### config.mk
export PLATFORM = sky130hd
export DESIGN_NAME = acgp_gpio_port
export DESIGN_NICKNAME = d
export VERILOG_FILES = /design/src/core/acgp_pkg.sv /design/src/core/acgp_sync.sv /design/src/core/acgp_gpio_port.sv
export VERILOG_INCLUDE_DIRS = /design/src /design/src/core
export SDC_FILE = /design/constraint.sdc
export NUM_CORES = 1
export LEC_CHECK = 0
export BUFFER_PORTS_ARGS = -buffer_cell sky130_fd_sc_hd__buf_2
export CAP_MARGIN = 20
export CORE_ASPECT_RATIO = 0.6
export CORE_MARGIN = 2
export CORE_UTILIZATION = 50
export DETAILED_ROUTE_END_ITERATION = 16
export GPL_ROUTABILITY_DRIVEN = 0
export PLACE_DENSITY = 0.83
export SLEW_MARGIN = 25
export SYNTH_ARGS = -nofsm -noshare
export SYNTH_HDL_FRONTEND = slang
export SYNTH_SLANG_ARGS = --single-unit
### constraint.sdc
create_clock -name ref_clk_in -period 4.25 [get_ports ref_clk_in]
set_input_delay 0.85 -clock ref_clk_in [delete_from_list [all_inputs] [get_ports ref_clk_in]]
set_output_delay 0.85 -clock ref_clk_in [all_outputs]
set_load 0.01 [all_outputs]
### src/core/acgp_defs.svh
`ifndef ACGP_DEFS_SVH
`define ACGP_DEFS_SVH

// Host address and data widths
`define ACGP_ADDR_W 12
`define ACGP_DATA_W 32

// Register offsets in the first base region
`define ACGP_OFS_JOY_BTN 12'h480
`define ACGP_OFS_JOY_PIN 12'h4A0
`define ACGP_OFS_EE_CTL 12'h4B0
`define ACGP_OFS_GEN_PIN 12'h4B8
`define ACGP_OFS_EXT_DIR 12'h4BC
`define ACGP_OFS_EXT_POL 12'h4C0
`define ACGP_OFS_EXT_LVL 12'h4D0

// General pin register fields
`define ACGP_GEN_VOL_DOWN_BIT 0
`define ACGP_GEN_VOL_UP_BIT 1
`define ACGP_GEN_AUXD_BIT 2
`define ACGP_GEN_AUXOE_BIT 3

// EEPROM control register fields
`define ACGP_EE_CLK_BIT 0
`define ACGP_EE_DOUT_BIT 1
`define ACGP_EE_EN_BIT 2
`define ACGP_EE_DIN_BIT 3

// Widths of pin groups
`define ACGP_EXT_N 9
`define ACGP_JOY_N 4
`define ACGP_SYNC_N 21

// Reset values
`define ACGP_RST_GEN_PIN 32'h0000_0000
`define ACGP_RST_AUX_D 1'b0
`define ACGP_RST_AUX_OE 1'b0
`define ACGP_RST_EXT_DIR 9'h000
`define ACGP_RST_EXT_POL 9'h1FF
`define ACGP_RST_EXT_LVL 9'h000
`define ACGP_RST_JOY_PIN 4'hF
`define ACGP_RST_EE_CTL 3'h2

// Synchroniser depth in flip-flops
`define ACGP_SYNC_STAGES 2

`endif

### src/core/acgp_pkg.sv
package acgp_pkg;

    // Host register access request
    typedef struct packed {
        logic [11:0] addr;
        logic wr;
        logic rd;
        logic [31:0] wdata;
    } acgp_host_req_t;

    // Host register read answer
    typedef struct packed {
        logic valid;
        logic [31:0] rdata;
    } acgp_host_rsp_t;

    // One tri-state pin group as seen by the core
    typedef struct packed {
        logic [8:0] out;
        logic [8:0] oe_n;
    } acgp_ext_drive_t;

    // Register select decoded from the address
    typedef enum logic [2:0] {
        ACGP_SEL_NONE,
        ACGP_SEL_JOY_BTN,
        ACGP_SEL_JOY_PIN,
        ACGP_SEL_EE_CTL,
        ACGP_SEL_GEN_PIN,
        ACGP_SEL_EXT_DIR,
        ACGP_SEL_EXT_POL,
        ACGP_SEL_EXT_LVL
    } acgp_sel_t;

endpackage

### src/core/acgp_sync.sv
`timescale 1ns/10ps
`include "acgp_defs.svh"

// Two-flop synchroniser for a group of pin levels
module acgp_sync #(
    parameter int WIDTH = `ACGP_SYNC_N
) (
    input wire logic clk_in,
    input wire logic rst_n_in,
    input wire logic [WIDTH-1:0] async_in,
    output logic [WIDTH-1:0] sync_out
);

    logic [WIDTH-1:0] meta_reg;
    logic [WIDTH-1:0] sync_reg;

    // One flop pair per bit; the first flop feeds only the second
    genvar gi;
    generate
        for (gi = 0; gi < WIDTH; gi = gi + 1) begin : g_bit
            always_ff @(posedge clk_in or negedge rst_n_in) begin
                if (!rst_n_in) begin
                    meta_reg[gi] <= 1'b0;
                    sync_reg[gi] <= 1'b0;
                end else begin
                    meta_reg[gi] <= async_in[gi];
                    sync_reg[gi] <= meta_reg[gi];
                end
            end
        end
    endgenerate

    assign sync_out = sync_reg;

endmodule

### src/core/acgp_gpio_port.sv
// Summary of operation
// - Bit 0 of general pin register reads live volume-down level; writes ignored.
// - Bit 1 of general pin register reads live volume-up level; read only.
// - Aux pin value bit reads pin level; written value drives pin when enabled.
// - Aux pin output enable gates the driver; resets to 0, input only.
// - General pin register lives at 0x4B8, read-write, resets to zero.
// - Polarity/type register at 0x4C0 holds nine bits, reset 0x1FF.
// - Joystick coordinate pins are open-drain general pins at 0x4A0 unless joystick used.
// - Joystick buttons read at 0x480 only when joystick and aux serial unused.
// - Aux serial input pin is general only when aux serial input unused.
// - Volume inputs share crystal pins; general only when no crystal used.
// - EEPROM clock and data are general pins at 0x4B0; host keeps protocol.
// - Extended pins 3-6 carry async serial port, pin 8 carries clock-run.
// - Extended pins exist only on the 128-pin package; else no pin effect.
// - Polarity bit: input 0 active low, 1 active high; output 0 CMOS, 1 open drain.
`timescale 1ns/10ps
`include "acgp_defs.svh"

module acgp_gpio_port
    import acgp_pkg::*;
(
    input wire logic ref_clk_in,
    input wire logic rstn_in,
    // Host register port
    input wire acgp_host_req_t host_req_in,
    output acgp_host_rsp_t host_rsp_out,
    // System configuration levels
    input wire logic package_128_in,
    input wire logic crystal_in_use_in,
    input wire logic joystick_in_use_in,
    input wire logic [3:0] joystick_button_aux_use_in,
    input wire logic aux_serial_in_use_in,
    input wire logic aux_serial_oe_n_in,
    input wire logic aux_serial_out_in,
    input wire logic eeprom_engine_active_in,
    input wire logic eeprom_engine_clock_in,
    input wire logic eeprom_engine_data_oe_n_in,
    input wire logic async_serial_enable_in,
    input wire logic clkrun_enable_in,
    input wire logic [8:0] ext_alt_out_in,
    input wire logic [8:0] ext_alt_oe_n_in,
    // Pins
    input wire logic volume_down_sense_in,
    input wire logic volume_up_sense_in,
    input wire logic aux_serial_input_pin_in,
    output logic aux_serial_input_pin_out,
    output logic aux_serial_input_pin_oe_n_out,
    input wire logic [3:0] joystick_coord_pin_in,
    output logic [3:0] joystick_coord_pin_out,
    output logic [3:0] joystick_coord_pin_oe_n_out,
    input wire logic [3:0] joystick_button_pin_in,
    output logic eeprom_clock_pin_out,
    input wire logic eeprom_data_pin_in,
    output logic eeprom_data_pin_out,
    output logic eeprom_data_pin_oe_n_out,
    input wire logic [8:0] extended_pin_in,
    output logic [8:0] extended_pin_out,
    output logic [8:0] extended_pin_oe_n_out,
    // Pin data seen by alternate functions
    output logic [8:0] extended_pin_level_out
);

    ////////////////////////////////////////////////////////////////////////////
    // Reset release

    logic rst_meta_reg;
    logic rst_n_reg;

    // Assert at once, release through two flops
    always_ff @(posedge ref_clk_in or negedge rstn_in) begin
        if (!rstn_in) begin
            rst_meta_reg <= 1'b0;
            rst_n_reg <= 1'b0;
        end else begin
            rst_meta_reg <= 1'b1;
            rst_n_reg <= rst_meta_reg;
        end
    end

    ////////////////////////////////////////////////////////////////////////////
    // Package strap, caught after reset release

    logic strap_done_reg;
    logic pkg128_reg;

    // Sample the package strap once on the first clock out of reset
    always_ff @(posedge ref_clk_in or negedge rst_n_reg) begin
        if (!rst_n_reg) begin
            strap_done_reg <= 1'b0;
            pkg128_reg <= 1'b0;
        end else if (!strap_done_reg) begin
            strap_done_reg <= 1'b1;
            pkg128_reg <= package_128_in;
        end
    end

    ////////////////////////////////////////////////////////////////////////////
    // Pin synchronisers

    logic [20:0] raw_pins;
    logic [20:0] sync_pins;
    logic sy_vol_down;
    logic sy_vol_up;
    logic sy_aux;
    logic [3:0] sy_joy;
    logic [3:0] sy_btn;
    logic sy_eeprom_data_pin;
    logic [8:0] sy_ext;

    assign raw_pins = {extended_pin_in, eeprom_data_pin_in, joystick_button_pin_in,
                       joystick_coord_pin_in, aux_serial_input_pin_in,
                       volume_up_sense_in, volume_down_sense_in};

    acgp_sync #(
        .WIDTH(`ACGP_SYNC_N)
    ) u_sync (
        .clk_in(ref_clk_in),
        .rst_n_in(rst_n_reg),
        .async_in(raw_pins),
        .sync_out(sync_pins)
    );

    assign sy_vol_down = sync_pins[0];
    assign sy_vol_up = sync_pins[1];
    assign sy_aux = sync_pins[2];
    assign sy_joy = sync_pins[6:3];
    assign sy_btn = sync_pins[10:7];
    assign sy_eeprom_data_pin = sync_pins[11];
    assign sy_ext = sync_pins[20:12];

    ////////////////////////////////////////////////////////////////////////////
    // Address decode

    // Map a host offset to a register select
    function automatic acgp_sel_t decode_sel(input logic [11:0] addr);
        case (addr)
            `ACGP_OFS_JOY_BTN: decode_sel = ACGP_SEL_JOY_BTN;
            `ACGP_OFS_JOY_PIN: decode_sel = ACGP_SEL_JOY_PIN;
            `ACGP_OFS_EE_CTL: decode_sel = ACGP_SEL_EE_CTL;
            `ACGP_OFS_GEN_PIN: decode_sel = ACGP_SEL_GEN_PIN;
            `ACGP_OFS_EXT_DIR: decode_sel = ACGP_SEL_EXT_DIR;
            `ACGP_OFS_EXT_POL: decode_sel = ACGP_SEL_EXT_POL;
            `ACGP_OFS_EXT_LVL: decode_sel = ACGP_SEL_EXT_LVL;
            default: decode_sel = ACGP_SEL_NONE;
        endcase
    endfunction

    acgp_sel_t sel;
    logic wr_gen;
    logic wr_dir;
    logic wr_pol;
    logic wr_lvl;
    logic wr_joy;
    logic wr_ee;

    assign sel = decode_sel(host_req_in.addr);
    assign wr_gen = host_req_in.wr && (sel == ACGP_SEL_GEN_PIN);
    assign wr_dir = host_req_in.wr && (sel == ACGP_SEL_EXT_DIR);
    assign wr_pol = host_req_in.wr && (sel == ACGP_SEL_EXT_POL);
    assign wr_lvl = host_req_in.wr && (sel == ACGP_SEL_EXT_LVL);
    assign wr_joy = host_req_in.wr && (sel == ACGP_SEL_JOY_PIN);
    assign wr_ee = host_req_in.wr && (sel == ACGP_SEL_EE_CTL);

    ////////////////////////////////////////////////////////////////////////////
    // Control registers

    logic aux_d_reg;
    logic aux_oe_reg;
    logic [8:0] ext_dir_reg;
    logic [8:0] ext_pol_reg;
    logic [8:0] ext_lvl_reg;
    logic [3:0] joy_out_reg;
    logic [2:0] ee_ctl_reg;

    // general register writes, sense bits not stored
    always_ff @(posedge ref_clk_in or negedge rst_n_reg) begin
        if (!rst_n_reg) begin
            aux_d_reg <= `ACGP_RST_AUX_D;
            aux_oe_reg <= `ACGP_RST_AUX_OE;
        end else if (wr_gen) begin
            aux_d_reg <= host_req_in.wdata[`ACGP_GEN_AUXD_BIT];
            aux_oe_reg <= host_req_in.wdata[`ACGP_GEN_AUXOE_BIT];
        end
    end

    always_ff @(posedge ref_clk_in or negedge rst_n_reg) begin
        if (!rst_n_reg) begin
            ext_dir_reg <= `ACGP_RST_EXT_DIR;
            ext_pol_reg <= `ACGP_RST_EXT_POL;
            ext_lvl_reg <= `ACGP_RST_EXT_LVL;
        end else begin
            if (wr_dir) begin
                ext_dir_reg <= host_req_in.wdata[8:0];
            end
            if (wr_pol) begin
                ext_pol_reg <= host_req_in.wdata[8:0];
            end
            if (wr_lvl) begin
                ext_lvl_reg <= host_req_in.wdata[8:0];
            end
        end
    end

    always_ff @(posedge ref_clk_in or negedge rst_n_reg) begin
        if (!rst_n_reg) begin
            joy_out_reg <= `ACGP_RST_JOY_PIN;
            ee_ctl_reg <= `ACGP_RST_EE_CTL;
        end else begin
            if (wr_joy) begin
                joy_out_reg <= host_req_in.wdata[3:0];
            end
            if (wr_ee) begin
                ee_ctl_reg <= host_req_in.wdata[2:0];
            end
        end
    end

    ////////////////////////////////////////////////////////////////////////////
    // Auxiliary serial input pin

    // serial port owns the driver when it is in use
    assign aux_serial_input_pin_out = aux_serial_in_use_in ? aux_serial_out_in : aux_d_reg;
    // written value reaches pin only while enabled
    assign aux_serial_input_pin_oe_n_out = aux_serial_in_use_in ? aux_serial_oe_n_in
                                                                : ~aux_oe_reg;

    ////////////////////////////////////////////////////////////////////////////
    // Joystick coordinate pins, open drain

    // pull low only for a written zero while joystick unused
    assign joystick_coord_pin_out = 4'h0;
    assign joystick_coord_pin_oe_n_out = joystick_in_use_in ? 4'hF : joy_out_reg;

    ////////////////////////////////////////////////////////////////////////////
    // EEPROM pins

    logic ee_host_own;

    // load engine owns pins while active; host keeps protocol
    assign ee_host_own = ~eeprom_engine_active_in;
    assign eeprom_clock_pin_out = ee_host_own ? ee_ctl_reg[`ACGP_EE_CLK_BIT]
                                              : eeprom_engine_clock_in;
    assign eeprom_data_pin_out = 1'b0;
    assign eeprom_data_pin_oe_n_out = ee_host_own
        ? ~(ee_ctl_reg[`ACGP_EE_EN_BIT] & ~ee_ctl_reg[`ACGP_EE_DOUT_BIT])
        : eeprom_engine_data_oe_n_in;

    ////////////////////////////////////////////////////////////////////////////
    // Extended pins

    logic [8:0] ext_alt_own;
    acgp_ext_drive_t ext_gen;
    acgp_ext_drive_t ext_drv;

    // pins 3-6 serial port, pin 8 clock-run
    assign ext_alt_own = {clkrun_enable_in, 1'b0, {4{async_serial_enable_in}}, 3'b000};

    // CMOS drives value, open drain only pulls low
    assign ext_gen.out = ext_lvl_reg & ~ext_pol_reg;
    assign ext_gen.oe_n = ~(ext_dir_reg & ~(ext_pol_reg & ext_lvl_reg));

    // alternate function takes over shared pins
    assign ext_drv.out = (ext_alt_own & ext_alt_out_in) | (~ext_alt_own & ext_gen.out);
    assign ext_drv.oe_n = (ext_alt_own & ext_alt_oe_n_in) | (~ext_alt_own & ext_gen.oe_n);

    // no pin effect outside the large package
    assign extended_pin_out = pkg128_reg ? ext_drv.out : 9'h000;
    assign extended_pin_oe_n_out = pkg128_reg ? ext_drv.oe_n : 9'h1FF;
    assign extended_pin_level_out = sy_ext;

    ////////////////////////////////////////////////////////////////////////////
    // Read data

    logic [8:0] ext_active;
    logic [31:0] rd_gen;
    logic [31:0] rd_mux;
    logic [3:0] btn_avail;

    // input polarity: bit 1 active high, bit 0 active low
    assign ext_active = pkg128_reg ? ~(sy_ext ^ ext_pol_reg) : 9'h000;

    // volume sense reads zero while crystal used
    assign rd_gen = {28'h0000000, aux_oe_reg, sy_aux,
                     sy_vol_up & ~crystal_in_use_in, sy_vol_down & ~crystal_in_use_in};

    // buttons masked when joystick or aux serial claims them
    assign btn_avail = joystick_in_use_in ? 4'h0 : ~joystick_button_aux_use_in;

    always_comb begin
        case (sel)
            ACGP_SEL_JOY_BTN: rd_mux = {28'h0000000, sy_btn & btn_avail};
            ACGP_SEL_JOY_PIN: rd_mux = {28'h0000000, joystick_in_use_in ? 4'h0 : sy_joy};
            ACGP_SEL_EE_CTL: rd_mux = {28'h0000000, sy_eeprom_data_pin, ee_ctl_reg};
            ACGP_SEL_GEN_PIN: rd_mux = rd_gen;
            ACGP_SEL_EXT_DIR: rd_mux = {23'h000000, ext_dir_reg};
            ACGP_SEL_EXT_POL: rd_mux = {23'h000000, ext_pol_reg};
            ACGP_SEL_EXT_LVL: rd_mux = {23'h000000, ext_active};
            default: rd_mux = 32'h0000_0000;
        endcase
    end

    // Read answer registered one cycle after the strobe
    always_ff @(posedge ref_clk_in or negedge rst_n_reg) begin
        if (!rst_n_reg) begin
            host_rsp_out <= '0;
        end else begin
            host_rsp_out.valid <= host_req_in.rd;
            host_rsp_out.rdata <= host_req_in.rd ? rd_mux : 32'h0000_0000;
        end
    end

endmodule

==> results of run 1 <==
per-layer routing:
metal,share of wire,global-route usage
met3,0.10,0.07652
met1,0.42,0.2968
met5,0,0
met2,0.47,0.3414
met4,0.0054,0.04725
power groups by stage:
| stage | combinational [uW] | sequential [uW] | clock [uW] |
|---|---|---|---|
| finish | 134 | 926 | 907 |
| global route | 148 | 930 | 971 |
| CTS | 134 | 926 | 928 |
| detailed placement | 133 | 942 | 0 |
| global placement | 118 | 949 | 0 |
| floorplan | 89.7 | 936 | 0 |
layout make-up:
cell class	count	area [sq um]
clock inverter	7	123.9
clock buffer	9	225.2
fill	625	2933
tap	108	135.1
multi-input combinational	233	1642
timing repair buffer	117	610.6
sequential	92	2323
inverter	4	15.01
through the flow:
step	hold WS (ps)	power [uW]	util	cell area, sq um	setup WS, ps
global placement	331.8	1067	0.5867	4698	1457
finish	284.0	1966	0.6338	5075	1667
floorplan	331.2	1026	-	4310	1522
detailed placement	334.7	1075	0.5902	4726	1392
CTS	273.4	1988	0.6338	5075	1744
global route	265.6	2049	0.6338	5075	1594
logic make-up (layout without fill, tap and decap cells):
| group | after synthesis | in the layout | synth area share |
|---|---|---|---|
| xor gates and xnor gates | 4 | 4 | 0.008332 |
| muxes | 45 | 45 | 0.1226 |
| other | 2 | 30 | 0.001786 |
| buffers and inverters | 53 | 137 | 0.08301 |
| and+or+nand+nor | 115 | 115 | 0.1696 |
| DFF | 92 | 92 | 0.5516 |
| AOI/OAI and AO/OA | 39 | 39 | 0.06308 |
placed cells by master (no fill, tap or decap), types with 7 or more instances in the layout:
cell type / synthesis / layout
a21oi_1: 12 / 12
buf_2: 3 / 115
clkbuf_16: 0 / 9
conb_1: 2 / 30
dfrtp_1: 78 / 77
dfstp_2: 14 / 14
mux2_2: 36 / 36
nand2_1: 28 / 28
nand3_1: 14 / 14
nor2b_1: 7 / 7
nor3_1: 7 / 7
o21ai_0: 7 / 7
or2_2: 7 / 7
path summary, 6_finish.rpt:
kind | from | to | depth (start not counted)
setup reg to reg | pkg128_reg$_DFFE_PN0N_ | host_rsp_out[0]$_DFF_PN0_ | 4
setup / recovery | host_req_in[35] | host_rsp_out[0]$_DFF_PN0_ | 5
hold reg to reg | rst_n_reg$_DFF_PN0_ | u_sync.meta_reg[20]$_DFF_PN0_ | 0
max in group asynchronous | rst_n_reg$_DFF_PN0_ | joy_out_reg[1]$_DFFE_PN1P_ | 1
min in group ref_clk_in | u_sync.meta_reg[5]$_DFF_PN0_ | u_sync.sync_out[5]$_DFF_PN0_ | 0
hold / removal | rstn_in | rst_n_reg$_DFF_PN0_ | 1
==> impl_metrics.ini, run 1 <==
[status]
outcome = complete, no violations

[clock_tree]
clk_latency_ps = 340
clk_pin_slew_worst_paths_ps = 60
h-tree-depth = 3
numCtsBuffers = 9
root_buffer = clkbuf_16
cts-hold-fix-buffers = 0
clk_path_buf_depth = 2
cts-resized-gates = 0
cts_tree = yes
cts_setup_buffers = 0
clock_sinks = 92

[floorplan]
initial_core_util = 0.5252
fp-row-count = 25
fp.dieH_microns = 75.04
die-area_sq_um = 9184
die_w_microns = 122.4
io-pin-count = 175
core_sq_um = 8008

[layout]
syn_to_final_growth_pct = 20.68
final_cells = 570
finalNetCount = 559
diodes = 0
drive_gt1_frac = 0.4459

[worst_setup_path]
critPathBufInv = 1
critPathLaunchType = primary input
crit_fanout = 9
crit_path_end_kind = register
cp.arrival_ps = 2820
path_cells = buf_2 > or4_4 > nor2_2 > o2111ai_1 > a41oi_1
cp_slowest_cell = or4_4
crit_required_ps = 4490
cpLargestDelayFamily = compound AO/OA/AOI/OAI gates
max_stage_delay_ps = 570
reg2reg_slack_ps = 2120
critical_path_class = primary input to register

[synthesis]
ys_types = 49
synth_most_common_cell = dfrtp_1
synth-edff-count = 0
synthArstFlopShare = 1.000
ys_warn_count = 0
synth-seq-cells = 92
synth_area_leaders = dfrtp_1, mux2_2, dfstp_2, buf_4, nand2_1
avgSynthCellArea_sq_um = 12.02
synthFlopType = dfrtp_1
synth-seq-area-share = 0.5516
syn_area_sq_um = 4205
synth.largest_area_cell = dfrtp_1
synth_top_area_frac = 0.4641
synthCells = 350
ys_top_cells_by_count = dfrtp_1, buf_4, mux2_2

[grt]
grt_max_degree = 49
grt_pass1_wl_microns = 14670
track_usage = 0.2174
grt_pass1_vias = 2806
grt-ovfl-total = 0
antenna_found_initial = 0

[routing]
wl_per_cell_microns = 16.77
vias_per_cell = 5.263
drtPass1Iterations = 4
drcViolationCount = 0
vias = 3000
dr.first_iter.drc_count = 253
antenna_left = 0
routed_wl_microns = 9561

[sta]
setup_viol = 0
slew_violations = 0
max_freq_ghz = 0.3872
rsz0062_at_grt = false
hold_viol_final = 0
tns_ps = 0
max_slew.worst_pin.slew_ps = 1025
timing.final.crit_share = 0.6077
fin_skew_ps = 3.812
finalCriticalPeriod_ps = 2583
max_slew_margin = 0.3163

[worst_hold_path]
hp-class = primary input to asynchronous set/reset pin

[power_and_ir_drop]
leakage_uw = 0.002411
p_sw_frac = 0.2192
seq_power_share = 0.471
pwr-share-comb = 0.068
p_switching_uw = 431.1
p_per_area_nw_per_um2 = 387.5
p_int_uw = 1535
max-vdd-ir-drop_mv = 0.2872
pwr-share-clk = 0.461

[place]
dp.cells = 554
dp_hpwl_microns = 7215
portBuffers = 115

[job]
cap_violations = 0
Power figures use the tool's default switching activity.
==> run 2: changes to the inputs <==
- ABC_AREA: unset -> 1
- CORE_UTILIZATION: 50 -> 44
- PLACE_DENSITY: 0.83 -> 0.77
- clock period: 4.25 -> 2.3 ns (I/O delays scaled with it)
==> impl_metrics.ini, run 2 <==
[status]
outcome = complete, no violations

[clock_tree]
clk_path_buf_depth = 2
cts_tree = yes
cts_setup_buffers = 0
h-tree-depth = 3
numCtsBuffers = 9
root_buffer = clkbuf_16
clk_latency_ps = 340
clock_sinks = 92
cts-resized-gates = 0
clk_pin_slew_worst_paths_ps = 70

[power_and_ir_drop]
leakage_uw = 0.002639
max-vdd-ir-drop_mv = 0.4959
p_per_area_nw_per_um2 = 682.1

[synthesis]
syn_area_sq_um = 4375
avgSynthCellArea_sq_um = 9.680
synthArstFlopShare = 1.000
ys_warn_count = 0
synth-seq-area-share = 0.5302
ys_top_cells_by_count = dfrtp_1, nand2_1, inv_1
synth_area_leaders = dfrtp_1, dfstp_2, buf_4, nand2_1, inv_1
synth-edff-count = 0
synth-seq-cells = 92
synthCells = 452
ys_types = 37
synth_most_common_cell = dfrtp_1
synth_top_area_frac = 0.4461
synth.largest_area_cell = dfrtp_1
synthFlopType = dfrtp_1

[place]
dp_hpwl_microns = 7728
portBuffers = 115
dpl_cell_area_sq_um = 4905

[layout]
layout_common_cells = buf_2, dfrtp_1, nand2_1, inv_1, conb_1
num-fill-cells = 866
diodes = 0
multiInputGateArea_sq_um = 1579
final_common_cell = buf_2
regArea_sq_um = 2323
drive_gt1_frac = 0.3662
finalNetCount = 665
syn_to_final_growth_pct = 19.99
fin_area_sq_um = 5250

[sta]
setup_viol = 0
tns_ps = 0
max_slew_margin = 0.6352
finalCriticalPeriod_ps = 1919
hold_viol_final = 0
timing.final.crit_share = 0.8345
max_slew.worst_pin.slew_ps = 546.7
slew_violations = 0
hold_ws_ps = 214.7
max_freq_ghz = 0.5210
fin_skew_ps = 8.882
rsz0062_at_grt = false

[grt]
grt-ovfl-total = 0
antenna_found_initial = 0
grt_pass1_vias = 3106
track_usage = 0.1961
grt_max_degree = 39
grt_pass1_wl_microns = 15920

[worst_setup_path]
critPathCapture = extended_pin_out[2]
critPathBufInv = 2
r2r_start = pkg128_reg$_DFFE_PN0N_
critical_path_class = register to output port
path_cells = inv_1 > nor3_1 > buf_2
cp.arrival_ps = 1460
cp_slowest_cell = dfrtp_1
crit_required_ps = 1840
crit_fanout = 15
cpLargestDelayFamily = buffers and inverters
crit_path_end_kind = output port
r2r_cells = 8
cp.depth = 3
r2r_end = host_rsp_out[1]$_DFF_PN0_
critPathLaunchType = register
startpoint = pkg128_reg$_DFFE_PN0N_
reg2reg_slack_ps = 860
max_stage_delay_ps = 360

[floorplan]
fp-row-count = 28
core_sq_um = 9774
fp.dieH_microns = 81.25
die-area_sq_um = 10780
die_w_microns = 132.7
initial_core_util = 0.4476
io-pin-count = 175

[routing]
antenna_left = 0
drtPass1Iterations = 4
drcViolationCount = 0
vias_per_cell = 4.862
vias = 3418
dr.first_iter.drc_count = 175
routed_wl_microns = 10220
wl_per_cell_microns = 14.53

[worst_hold_path]
hp-class = primary input to register

[job]
cap_violations = 0
-- run 2: changes by cell type after synthesis, sizes merged, moves of 15 or more --
cell / before / now
inv: 4 / 56
mux2: 40 / 1
nand2: 28 / 83
nand4: 2 / 17
nor2: 9 / 36
o21ai: 7 / 53
-- run 2: kinds of logic (layout without fill, tap and decap cells) --
logic type                Yosys count  count (layout)  share of synthesized area
AOI/OAI and AO/OA                  88              88                     0.1284
xor gates and xnor gates            3               3                   0.006006
buffers and inverters             105             193                     0.1330
DFF                                92              92                     0.5302
muxes                               1               1                   0.002573
other                               2              30                   0.001716
and+or+nand+nor                   161             161                     0.1982
-- run 2: how the worst min path moves through the flow --
stage	cells past startpoint	to	from
final	1	u_sync.meta_reg[19]$_DFF_PN0_	extended_pin_in[7]
after CTS	1	u_sync.meta_reg[19]$_DFF_PN0_	extended_pin_in[7]
after detailed placement	1	rst_meta_reg$_DFF_PN0_	rstn_in
after global routing	1	u_sync.meta_reg[19]$_DFF_PN0_	extended_pin_in[7]
after global placement	1	rst_meta_reg$_DFF_PN0_	rstn_in
after floorplan	0	rst_meta_reg$_DFF_PN0_	rstn_in
-- run 2: power by group --
part,switching [uW],internal (uW)
sequential,32.5,1660
combinational,163,99.7
clock,653,969
-- run 2: worst register-to-register path: stages (launching register included) --
cell	delay [ps]
dfrtp_1	390
inv_1	410
a21oi_1	80
o21ai_0	100
o21ai_1	90
inv_1	70
nand2_1	60
inv_1	60
a21oi_1	60
-- run 2: metrics by stage --
| stage | util | instances | setup WS, ps | power, uW |
|---|---|---|---|---|
| final | 0.5371 | 703 | 380.7 | 3581 |
| after global routing | 0.5371 | 703 | 297.5 | 3744 |
| after CTS | 0.5371 | 703 | 354.9 | 3628 |
| after detailed placement | 0.5018 | 686 | 259.9 | 1991 |
| after global placement | 0.5018 | 686 | 332.9 | 1982 |
| after floorplan | - | 480 | 662.2 | 1899 |
-- run 2: layout make-up --
cell class	count	area share
clock buffer	9	0.04290
tap	135	0.03217
timing repair buffer	120	0.1196
clock inverter	7	0.02097
sequential	92	0.4426
inverter	57	0.04099
multi-input combinational	283	0.3008
-- run 2: timing repair --
item,4_1_cts,5_1_grt
endpoints found under the hold margin,2,0
hold buffers,1,0
endpoints found under the setup margin,0,0
-- run 2: layer usage --
layer  vias up  part of all wire  track usage
met3         6              0.11      0.07615
li1       1630                 -            -
met2       172              0.44       0.2912
met4         0            0.0056      0.03441
met1      1610              0.45       0.2762
met5         -                 0            0
==> run 3: changes to the inputs <==
- clock period: 2.3 -> 1.6 ns (I/O delays scaled with it)
==> impl_metrics.ini, run 3 (same netlist as run 2, synthesis figures left out) <==
[worst_hold_path]
hp-class = primary input to register
whs_path_depth = 1
hold_end = u_sync.meta_reg[5]$_DFF_PN0_
hold_start = joystick_coord_pin_in[2]

[status]
violations = negative setup slack
outcome = finished with violations

[power_and_ir_drop]
leakage_uw = 0.002812
p_per_area_nw_per_um2 = 914.4
total_power_uw = 5073
max-vdd-ir-drop_mv = 0.5266

[floorplan]
fp-row-count = 28
core_sq_um = 9774
die-area_sq_um = 10780
initial_core_util = 0.4476
io-pin-count = 175
fp.dieH_microns = 81.25
die_w_microns = 132.7

[worst_setup_path]
r2r_start = pkg128_reg$_DFFE_PN0N_
cp.arrival_ps = 1320
r2r_cells = 10
crit_required_ps = 1280
reg2reg_slack_ps = 100
critical_path_class = register to output port
crit_fanout = 3
crit_path_end_kind = output port
critPathLaunchType = register
r2r_end = host_rsp_out[1]$_DFF_PN0_

[sta]
finalCriticalPeriod_ps = 1645
hold_viol_final = 0
fin_skew_ps = 7.278
fin_ws_ps = -44.68
rsz0062_at_grt = true
timing.final.crit_share = 1.028
slew_violations = 0
setup_viol = 7
tns_ps = -192.0
hold_ws_ps = 71.07
max_freq_ghz = 0.6080

[clock_tree]
clock_sinks = 92
root_buffer = clkbuf_16
clk_latency_ps = 350
cts_tree = yes
numCtsBuffers = 9
clk_path_buf_depth = 2
clk_pin_slew_worst_paths_ps = 70
h-tree-depth = 3

[grt]
antenna_found_initial = 0
grt-ovfl-total = 0
grt_pass1_wl_microns = 16820
track_usage = 0.2058
grt_pass1_vias = 3317
grt_max_degree = 52

[place]
dp_hpwl_microns = 7916
portBuffers = 115

[routing]
drtPass1Iterations = 4
routed_wl_microns = 10770
antenna_left = 0
vias = 3521
drcViolationCount = 0
vias_per_cell = 4.810
dr.first_iter.drc_count = 169
wl_per_cell_microns = 14.71

[layout]
final_common_cell = buf_2
layout_common_cells = buf_2, dfrtp_1, nand2_1, inv_1, conb_1
syn_to_final_growth_pct = 26.79
finalNetCount = 694
drive_gt1_frac = 0.4238
diodes = 0

[job]
cap_violations = 0
run 3: changes by cell type in the layout (fill, tap and decap cells not counted), sizes merged:
cell	previous run	this run
bufinv	2	1
buf	119	147
clkbuf	9	11
clkinv	4	3
inv	57	58
run 3: layout make-up:
type / count / area, sq um
fillers: 878 / 4227
clock inverters: 6 / 71.32
well taps: 135 / 168.9
inverters: 57 / 217.7
repair buffers: 149 / 914.6
flip-flops and latches: 92 / 2323
clock buffers: 10 / 239.0
multi-input cells: 283 / 1613
run 3: worst max path at each step:
stage / from / endpoint / slack, ps / cells past startpoint
global route: pkg128_reg$_DFFE_PN0N_ / extended_pin_oe_n_out[3] / -90 / 4
detailed placement: host_req_in[40] / ext_pol_reg[1]$_DFFE_PN1P_ / -250 / 10
global placement: host_req_in[39] / ext_pol_reg[8]$_DFFE_PN1P_ / -160 / 9
floorplan: rst_n_reg$_DFF_PN0_ / aux_d_reg$_DFFE_PN0P_ / 60 / 0
finish: ext_pol_reg[3]$_DFFE_PN1P_ / extended_pin_oe_n_out[3] / -40 / 4
CTS: ext_pol_reg[3]$_DFFE_PN1P_ / extended_pin_oe_n_out[3] / -40 / 4
run 3: power breakdown:
group / total (uW) / internal [uW] / switching [uW]
logic: 431 / 169 / 262
clock network: 2220 / 1270 / 947
registers: 2420 / 2390 / 31.2
total: 5070 / 3830 / 1240
run 3: per-stage QoR:
step,instances,setup slack (ps),instance area (sq um),utilization
finish,732,-44.68,5548,0.5676
floorplan,480,63.13,4482,-
global route,732,-91.39,5548,0.5676
CTS,726,-42.71,5449,0.5575
detailed placement,703,-246.0,5057,0.5174
global placement,703,-163.1,5057,0.5174
run 3: worst max-delay path: stages (launching register included):
cell,delay [ps]
dfstp_2,540
nand2_1,60
a21oi_2,150
a211o_1,110
buf_2,120
run 3: what timing repair did:
| item | in CTS | in global routing |
|---|---|---|
| gates cloned | 0 | 1 |
| setup buffers | 6 | 5 |
| endpoints found under the hold margin | 2 | 0 |
| setup endpoints to repair | 15 | 25 |
| hold buffers | 1 | 0 |
| pin swaps | 3 | 4 |
| resized for setup | 11 | 11 |
run 3: routing by layer:
layer  wire length [microns]  share of wire  vias to the layer above  global-route usage
met3                     902          0.084                       15             0.06492
met5                       0              0                        -                   0
met1                    4939           0.46                     1670              0.2823
li1                        -              -                     1687                   -
met2                    4772           0.44                      149              0.3124
met4                     155          0.014                        0             0.06774
